==> config.mk <==
export PLATFORM = sky130hd
export DESIGN_NAME = soft_start_ramp
export DESIGN_NICKNAME = d
export VERILOG_FILES = /design/src/core/sec_timebase.v /design/src/core/soft_start_ramp.v
export VERILOG_INCLUDE_DIRS = /design/src /design/src/core
export SDC_FILE = /design/constraint.sdc
export NUM_CORES = 2
export LEC_CHECK = 0
export BUFFER_PORTS_ARGS = -buffer_cell sky130_fd_sc_hd__buf_2
export CAP_MARGIN = 10
export CORE_ASPECT_RATIO = 0.8
export CORE_MARGIN = 3
export CORE_UTILIZATION = 50
export CTS_CLUSTER_SIZE = 24
export DETAILED_ROUTE_END_ITERATION = 16
export PLACE_DENSITY_LB_ADDON = 0.08
export SYNTH_ARGS = -nofsm -noshare
export SYNTH_HDL_FRONTEND = slang
export SYNTH_HIERARCHICAL = 1
export SYNTH_SLANG_ARGS = --single-unit
==> constraint.sdc <==
create_clock -name clk -period 77.9 [get_ports clk]
set_input_delay 23.37 -clock clk [delete_from_list [all_inputs] [get_ports clk]]
set_output_delay 23.37 -clock clk [all_outputs]
set_load 0.005 [all_outputs]
==> src/core/soft_start_defs.vh <==
// constants for the soft start ramp control
`ifndef SOFT_START_DEFS_VH
`define SOFT_START_DEFS_VH
`define CLK_HZ            100000000
`define TICK_MS           1
`define TICK_CYCLES       ((`CLK_HZ / 1000) * `TICK_MS)
`define MS_PER_SEC        1000
`define TIMEOUT_MIN_S     9'h001
`define TIMEOUT_MAX_S     9'h12C
`define TIMEOUT_RST_S     9'h014
`define RAMP_MAX_S        9'h12C
`define RAMP_RST_S        9'h00F
`define START_MIN_PCT     10'h032
`define START_MAX_PCT     10'h258
`define START_RST_PCT     10'h064
`define CEIL_MIN_PCT      10'h064
`define CEIL_MAX_PCT      10'h320
`define CEIL_RST_PCT      10'h258
`define SETTLE_PCT        10'h0AF
`define FULL_REF_PCT      10'h064
`define METHOD_VOLTAGE    3'h0
`define METHOD_CURRENT    3'h1
`define METHOD_TORQUE     3'h2
`define METHOD_POWER      3'h3
`define METHOD_TACH       3'h4
`define FAULT_UP_TO_SPEED 8'h01
`define FAULT_NONE        8'h00
`endif

==> src/core/sec_timebase.v <==
// millisecond tick and elapsed-milliseconds counter for one start attempt
`timescale 1ns/100ps
`include "soft_start_defs.vh"
module sec_timebase #(
   parameter TICK_CYCLES = `TICK_CYCLES
) (
   input  wire        clk,
   input  wire        resetn,
   input  wire        run,
   output reg         ms_tick_q,
   output reg  [18:0] elapsed_ms_q
);
   reg [31:0] div_q;

   always @(posedge clk) begin
      if (!resetn || !run) begin
         div_q        <= 32'h0;
         ms_tick_q    <= 1'b0;
         elapsed_ms_q <= 19'h0;
      end else if (div_q == TICK_CYCLES - 1) begin
         div_q     <= 32'h0;
         ms_tick_q <= 1'b1;
         if (elapsed_ms_q != 19'h7FFFF) begin
            elapsed_ms_q <= elapsed_ms_q + 19'h1;
         end
      end else begin
         div_q     <= div_q + 32'h1;
         ms_tick_q <= 1'b0;
      end
   end
endmodule

==> src/core/soft_start_ramp.v <==
// acceleration ramp and up-to-speed supervision of a soft starter
//
// Contract
// (RULE_01) speed timeout 1..300 s, default 20
// (RULE_02) up to speed: current below 175%, ramp done
// (RULE_03) timeout before up to speed: fault 01
// (RULE_04) timeout never raised to cover ramp
// (RULE_05) user sets timeout above ramp plus kick
// (RULE_06) voltage ramp: full voltage at timeout
// (RULE_07) wye-delta: transition at timeout if pending
// (RULE_08) five methods, current ramp by default
// (RULE_09) reference ramps start to ceiling over duration
// (RULE_10) hold ceiling until speed, timeout, overload
// (RULE_11) start current 50..600%, default 100
// (RULE_12) user keeps start current below ceiling
// (RULE_13) ceiling 100..800%, default 600, ramp end
// (RULE_14) set b uses its own ramp duration
// (RULE_15) set b uses its own start current
// (RULE_16) set b uses its own ceiling current
// (RULE_17) user configures tach settings before use
// (RULE_18) ramp set input sampled at start command
`timescale 1ns/100ps
`include "soft_start_defs.vh"
module soft_start_ramp #(
   parameter TICK_CYCLES = `TICK_CYCLES
) (
   input  wire        clk,
   input  wire        resetn,
   input  wire        start_cmd,
   input  wire        stop_cmd,
   input  wire        overload_trip,
   input  wire [9:0]  motor_current_pct,
   input  wire        ramp_set_input_en,
   input  wire        ramp_set_pin,
   input  wire        wye_delta_topology,
   input  wire        wye_delta_done,
   input  wire        cfg_write,
   input  wire [2:0]  accel_method_select,
   input  wire [8:0]  speed_timeout_setting,
   input  wire [8:0]  ramp_duration_a,
   input  wire [9:0]  start_current_a,
   input  wire [9:0]  ceiling_current_a,
   input  wire [8:0]  ramp_duration_b,
   input  wire [9:0]  start_current_b,
   input  wire [9:0]  ceiling_current_b,
   output reg  [9:0]  control_ref_q,
   output reg         full_voltage_q,
   output reg         delta_transition_q,
   output reg         up_to_speed_q,
   output reg         accelerating_q,
   output reg  [7:0]  fault_code_q,
   output reg         fault_q,
   output reg         set_b_active_q,
   output reg  [2:0]  method_q
);
   localparam ST_IDLE  = 2'b00;
   localparam ST_RAMP  = 2'b01;
   localparam ST_RUN   = 2'b10;
   localparam ST_FAULT = 2'b11;

   reg  [1:0]  state_q;
   reg  [8:0]  timeout_q;
   reg  [8:0]  dur_a_q;
   reg  [8:0]  dur_b_q;
   reg  [9:0]  start_a_q;
   reg  [9:0]  ceil_a_q;
   reg  [9:0]  start_b_q;
   reg  [9:0]  ceil_b_q;
   reg  [8:0]  dur_q;
   reg  [9:0]  start_q;
   reg  [9:0]  ceil_q;
   reg  [2:0]  pin_sync_q;
   reg         set_pin_q;
   wire        use_b;
   wire [18:0] elapsed_ms;
   wire [18:0] ramp_ms;
   wire [18:0] timeout_ms;
   wire        ramp_done;
   wire        timed_out;
   wire        settled;
   wire [9:0]  span;
   wire [28:0] prod;
   wire [9:0]  ramp_ref;
   wire [9:0]  ref_end;
   wire [9:0]  ref_begin;
   reg  [9:0]  ref_d;

   sec_timebase #(
      .TICK_CYCLES (TICK_CYCLES)
   ) u_timebase (
      .clk          (clk),
      .resetn       (resetn),
      .run          (state_q == ST_RAMP || state_q == ST_RUN),
      .ms_tick_q    (),
      .elapsed_ms_q (elapsed_ms)
   );

   // ramp select pin is asynchronous: three stages, change when 2 and 3 agree
   always @(posedge clk) begin
      if (!resetn) begin
         pin_sync_q <= 3'h0;
         set_pin_q  <= 1'b0;
      end else begin
         pin_sync_q <= {pin_sync_q[1:0], ramp_set_pin};
         if (pin_sync_q[1] == pin_sync_q[2]) begin
            set_pin_q <= pin_sync_q[2];
         end
      end
   end

   // settings store with range clamping
   always @(posedge clk) begin
      if (!resetn) begin
         method_q  <= `METHOD_CURRENT;                          // see RULE_08
         timeout_q <= `TIMEOUT_RST_S;                           // see RULE_01
         dur_a_q   <= `RAMP_RST_S;                              // see RULE_09
         start_a_q <= `START_RST_PCT;                           // see RULE_11
         ceil_a_q  <= `CEIL_RST_PCT;                            // see RULE_13
         dur_b_q   <= `RAMP_RST_S;                              // see RULE_14
         start_b_q <= `START_RST_PCT;                           // see RULE_15
         ceil_b_q  <= `CEIL_RST_PCT;                            // see RULE_16
      end else if (cfg_write && state_q == ST_IDLE) begin
         method_q  <= (accel_method_select > `METHOD_TACH) ? method_q : accel_method_select;
         timeout_q <= (speed_timeout_setting < `TIMEOUT_MIN_S) ? `TIMEOUT_MIN_S :
                      (speed_timeout_setting > `TIMEOUT_MAX_S) ? `TIMEOUT_MAX_S :
                      speed_timeout_setting;                    // see RULE_01
         dur_a_q   <= (ramp_duration_a > `RAMP_MAX_S) ? `RAMP_MAX_S : ramp_duration_a;
         dur_b_q   <= (ramp_duration_b > `RAMP_MAX_S) ? `RAMP_MAX_S : ramp_duration_b;
         start_a_q <= (start_current_a < `START_MIN_PCT) ? `START_MIN_PCT :
                      (start_current_a > `START_MAX_PCT) ? `START_MAX_PCT : start_current_a;
         start_b_q <= (start_current_b < `START_MIN_PCT) ? `START_MIN_PCT :
                      (start_current_b > `START_MAX_PCT) ? `START_MAX_PCT : start_current_b;
         ceil_a_q  <= (ceiling_current_a < `CEIL_MIN_PCT) ? `CEIL_MIN_PCT :
                      (ceiling_current_a > `CEIL_MAX_PCT) ? `CEIL_MAX_PCT : ceiling_current_a;
         ceil_b_q  <= (ceiling_current_b < `CEIL_MIN_PCT) ? `CEIL_MIN_PCT :
                      (ceiling_current_b > `CEIL_MAX_PCT) ? `CEIL_MAX_PCT : ceiling_current_b;
      end
   end

   assign ramp_ms    = dur_q * 19'd1000;
   assign timeout_ms = timeout_q * 19'd1000;
   assign ramp_done  = (elapsed_ms >= ramp_ms);
   // timeout is compared as set, never stretched to fit the ramp
   assign timed_out  = (elapsed_ms >= timeout_ms);               // see RULE_04
   assign settled    = (motor_current_pct < `SETTLE_PCT);
   assign use_b      = ramp_set_input_en & set_pin_q;

   // voltage ramp ends at full voltage; other methods end at the ceiling
   assign ref_end   = (method_q == `METHOD_VOLTAGE) ? `FULL_REF_PCT : ceil_q;
   assign ref_begin = (method_q == `METHOD_VOLTAGE) ? 10'h000 : start_q;
   assign span      = (ref_end > ref_begin) ? (ref_end - ref_begin) : 10'h000;
   assign prod      = (ramp_ms == 19'h0) ? 29'h0 :
                      ({19'h0, span} * {10'h0, elapsed_ms}) / {10'h0, ramp_ms};
   assign ramp_ref  = ramp_done ? ref_end : (ref_begin + prod[9:0]); // see RULE_09

   always @* begin
      ref_d = control_ref_q;
      case (state_q)
         ST_RAMP: ref_d = ramp_ref;
         ST_RUN:  ref_d = ref_end;
         default: ref_d = 10'h000;
      endcase
   end

   always @(posedge clk) begin
      if (!resetn) begin
         state_q            <= ST_IDLE;
         dur_q              <= `RAMP_RST_S;
         start_q            <= `START_RST_PCT;
         ceil_q             <= `CEIL_RST_PCT;
         set_b_active_q     <= 1'b0;
         control_ref_q      <= 10'h000;
         full_voltage_q     <= 1'b0;
         delta_transition_q <= 1'b0;
         up_to_speed_q      <= 1'b0;
         accelerating_q     <= 1'b0;
         fault_code_q       <= `FAULT_NONE;
         fault_q            <= 1'b0;
      end else begin
         control_ref_q <= ref_d;
         case (state_q)
            ST_IDLE: begin
               full_voltage_q     <= 1'b0;
               delta_transition_q <= 1'b0;
               up_to_speed_q      <= 1'b0;
               if (start_cmd && !stop_cmd) begin
                  // set chosen once per start; no input configured means set a
                  set_b_active_q <= use_b;                              // see RULE_18
                  dur_q   <= use_b ? dur_b_q : dur_a_q;                 // see RULE_14
                  start_q <= use_b ? start_b_q : start_a_q;             // see RULE_15
                  ceil_q  <= use_b ? ceil_b_q : ceil_a_q;               // see RULE_16
                  control_ref_q  <= (method_q == `METHOD_VOLTAGE) ? 10'h000 :
                                    (use_b ? start_b_q : start_a_q);    // see RULE_11
                  accelerating_q <= 1'b1;
                  fault_q        <= 1'b0;
                  fault_code_q   <= `FAULT_NONE;
                  state_q        <= ST_RAMP;
               end
            end
            ST_RAMP: begin
               if (stop_cmd || overload_trip) begin
                  accelerating_q <= 1'b0;                       // see RULE_10
                  state_q        <= ST_IDLE;
               end else if (ramp_done && settled && !timed_out) begin
                  up_to_speed_q  <= 1'b1;                       // see RULE_02
                  accelerating_q <= 1'b0;
                  state_q        <= ST_RUN;
               end else if (timed_out) begin
                  if (method_q == `METHOD_VOLTAGE) begin
                     full_voltage_q <= 1'b1;                    // see RULE_06
                  end
                  if (wye_delta_topology && !wye_delta_done) begin
                     delta_transition_q <= 1'b1;                // see RULE_07
                  end
                  fault_q        <= 1'b1;                       // see RULE_03
                  fault_code_q   <= `FAULT_UP_TO_SPEED;
                  accelerating_q <= 1'b0;
                  state_q        <= ST_FAULT;
               end
            end
            ST_RUN: begin
               if (stop_cmd || overload_trip) begin
                  up_to_speed_q <= 1'b0;
                  state_q       <= ST_IDLE;
               end
            end
            default: begin
               // fault holds until the start command is withdrawn
               if (!start_cmd) begin
                  state_q <= ST_IDLE;
               end
            end
         endcase
      end
   end
endmodule

==> reports/qor.yml <==
dr.pass1.iters: 5
core_mm2: 0.0662
setup_viol: 0
end_kind: "flip-flop"
cp-start-kind: "flip-flop"
hold_path_class: "reg -> reg"
wl_um: 102000
cp_slowest_cell: "fa_1"
fp.dieH_um: 238
grt_max_degree: 80
drt_iter0_drc: 2221
gp_congestion: 0.955
track_usage_pct: 28.2
slew_headroom_pct: 22.9
syn_inst: 4313
period_needed_ps: 73370
cts_sinks: 172
worstHoldEndpoint: "pin_sync_q[1]"
cts_hold_buffers: 0
viasPerCell: 6.03
hold_path_depth: 1
clk_pin_slew_ps: 80
crit_fanout: 18
synthesis.area_mm2: 0.0337
cpLargestDelayFamily: "compound AO/OA/AOI/OAI gates"
dieWidth_um: 296
utilization_pct: 55.2
postLayoutCellArea_mm2: 0.0365
crit_buf_inv: 17
wl_per_cell_um: 19.3
final_cells: 5253
skew_ps: 11.1
fin_nets: 5152
vias: 31688
critPathMaxStageDelay_ps: 550
startpoint: "method_q[2]"
ys_warn_count: 6
grt_pass1_wl_um: 161000
start_util_pct: 50.9
worstMarginPinSlew_ps: 1150
grt_antenna_before_repair: 1
ant_nets: 0
hpwl_um: 78600
cts_max_level: 4
setup_slack_ps: 4530
crit_type: "reg -> reg"
cpMostUsedCell: "o21a_1"
io_buffer_count: 109
ios: 117
r2r-end: "control_ref_q[9]"
reg2reg_setup_slack_ps: 4530
cts_tree: "yes"
drive_above_1_share_pct: 11.6
fmax_mhz: 13.6
grt.overflow.total: 0
drc: 0
diodes: 0
cts_inserted_buffers: 17
post_dp_cell_area_mm2: 0.0353
dieArea_mm2: 0.0706
clk_path_buf_depth: 2
grt_pass1_vias: 29657
slew_viol_final: 0
outcome: "completed"
min_period_over_period_pct: 94.2
area_delta_synth_final_pct: 8.36
worstRegToRegCells: 348
dp_slack_ps: -396
dp.cells: 5202
r2r_start: "method_q[2]"
root_buffer: "clkbuf_16"
rows: 84
worstSkewPairLatency_ps: 440
hold_violations: 0
postSynthAreaPerCell_um2: 7.82
drv_cap: 0
critPathArrivalTime_ps: 73670
required_ps: 78200
hold_start: "pin_sync_q[0]"
## metal layers
layer | track usage (%) | part of all wire, %
met3 | 5.07 | 7.6
met4 | 5.75 | 1.9
met5 | 0 | 0
met2 | 42.4 | 42
met1 | 42.0 | 49
## cell usage in the layout (no fill, tap or decap), drive strengths merged, types with 34 or more instances in the layout
master  instances
o31ai          68
buf           198
xnor2         107
nor3          183
nand4          60
and2          137
xor2           91
and3           43
o21ai         183
ha            494
nor2b          56
a21o           88
o21a          156
a21oi         251
nand2         449
dfxtp         172
nand3         100
a211oi         41
a31oi          37
nor2          394
o211ai         35
nor4           34
nand2b         42
fa            188
mux2          100
inv           259
## worst max path at each step
stage                  endpoint  slack (ps)  cells after the start
2_1_floorplan  control_ref_q[9]        2390                    378
3_3_place_gp   control_ref_q[8]        1210                    345
3_5_place_dp   control_ref_q[9]        -400                    347
4_1_cts        control_ref_q[9]          20                    348
5_1_grt        control_ref_q[9]        -360                    349
6_report       control_ref_q[9]        4530                    348
## registers in the layout, indices dropped and copies added (netlist names), 2 cells and up
register                 flops
ceil_b_q                    10
control_ref_q               10
u_timebase/elapsed_ms_q     19
dur_b_q                      9
ceil_a_q                    10
ceil_q                      10
state_q                      2
start_a_q                   10
dur_q                        9
u_timebase/div_q            32
pin_sync_q                   3
start_q                     10
dur_a_q                      9
start_b_q                   10
method_q                     3
timeout_q                    9
## per-stage QoR
step | TNS, ps | hold slack, ps
2_1_floorplan | 0 | 412
3_3_place_gp | 0 | 435
3_5_place_dp | -878 | 431
4_1_cts | 0 | 450
5_1_grt | -631 | 471
6_report | 0 | 446
## area by class of cell
cell class / instances / area [um^2]
clock buffers: 17 / 425
clock inverters: 15 / 166
fillers: 6432 / 29700
inverters: 251 / 942
multi-input cells: 3740 / 29300
flip-flops and latches: 172 / 3440
well taps: 860 / 1080
repair buffers: 198 / 1240
## timing repair
item / 4_1_cts / 5_1_grt
resized for setup: 4 / 115
buffers inserted: 2 / 17
setup endpoints to repair: 6 / 10
cloned: 0 / 0
pin swaps: 1 / 17
Power is not shown: default switching activity piles up to over one toggle a cycle in this logic, so the estimate is an artifact.
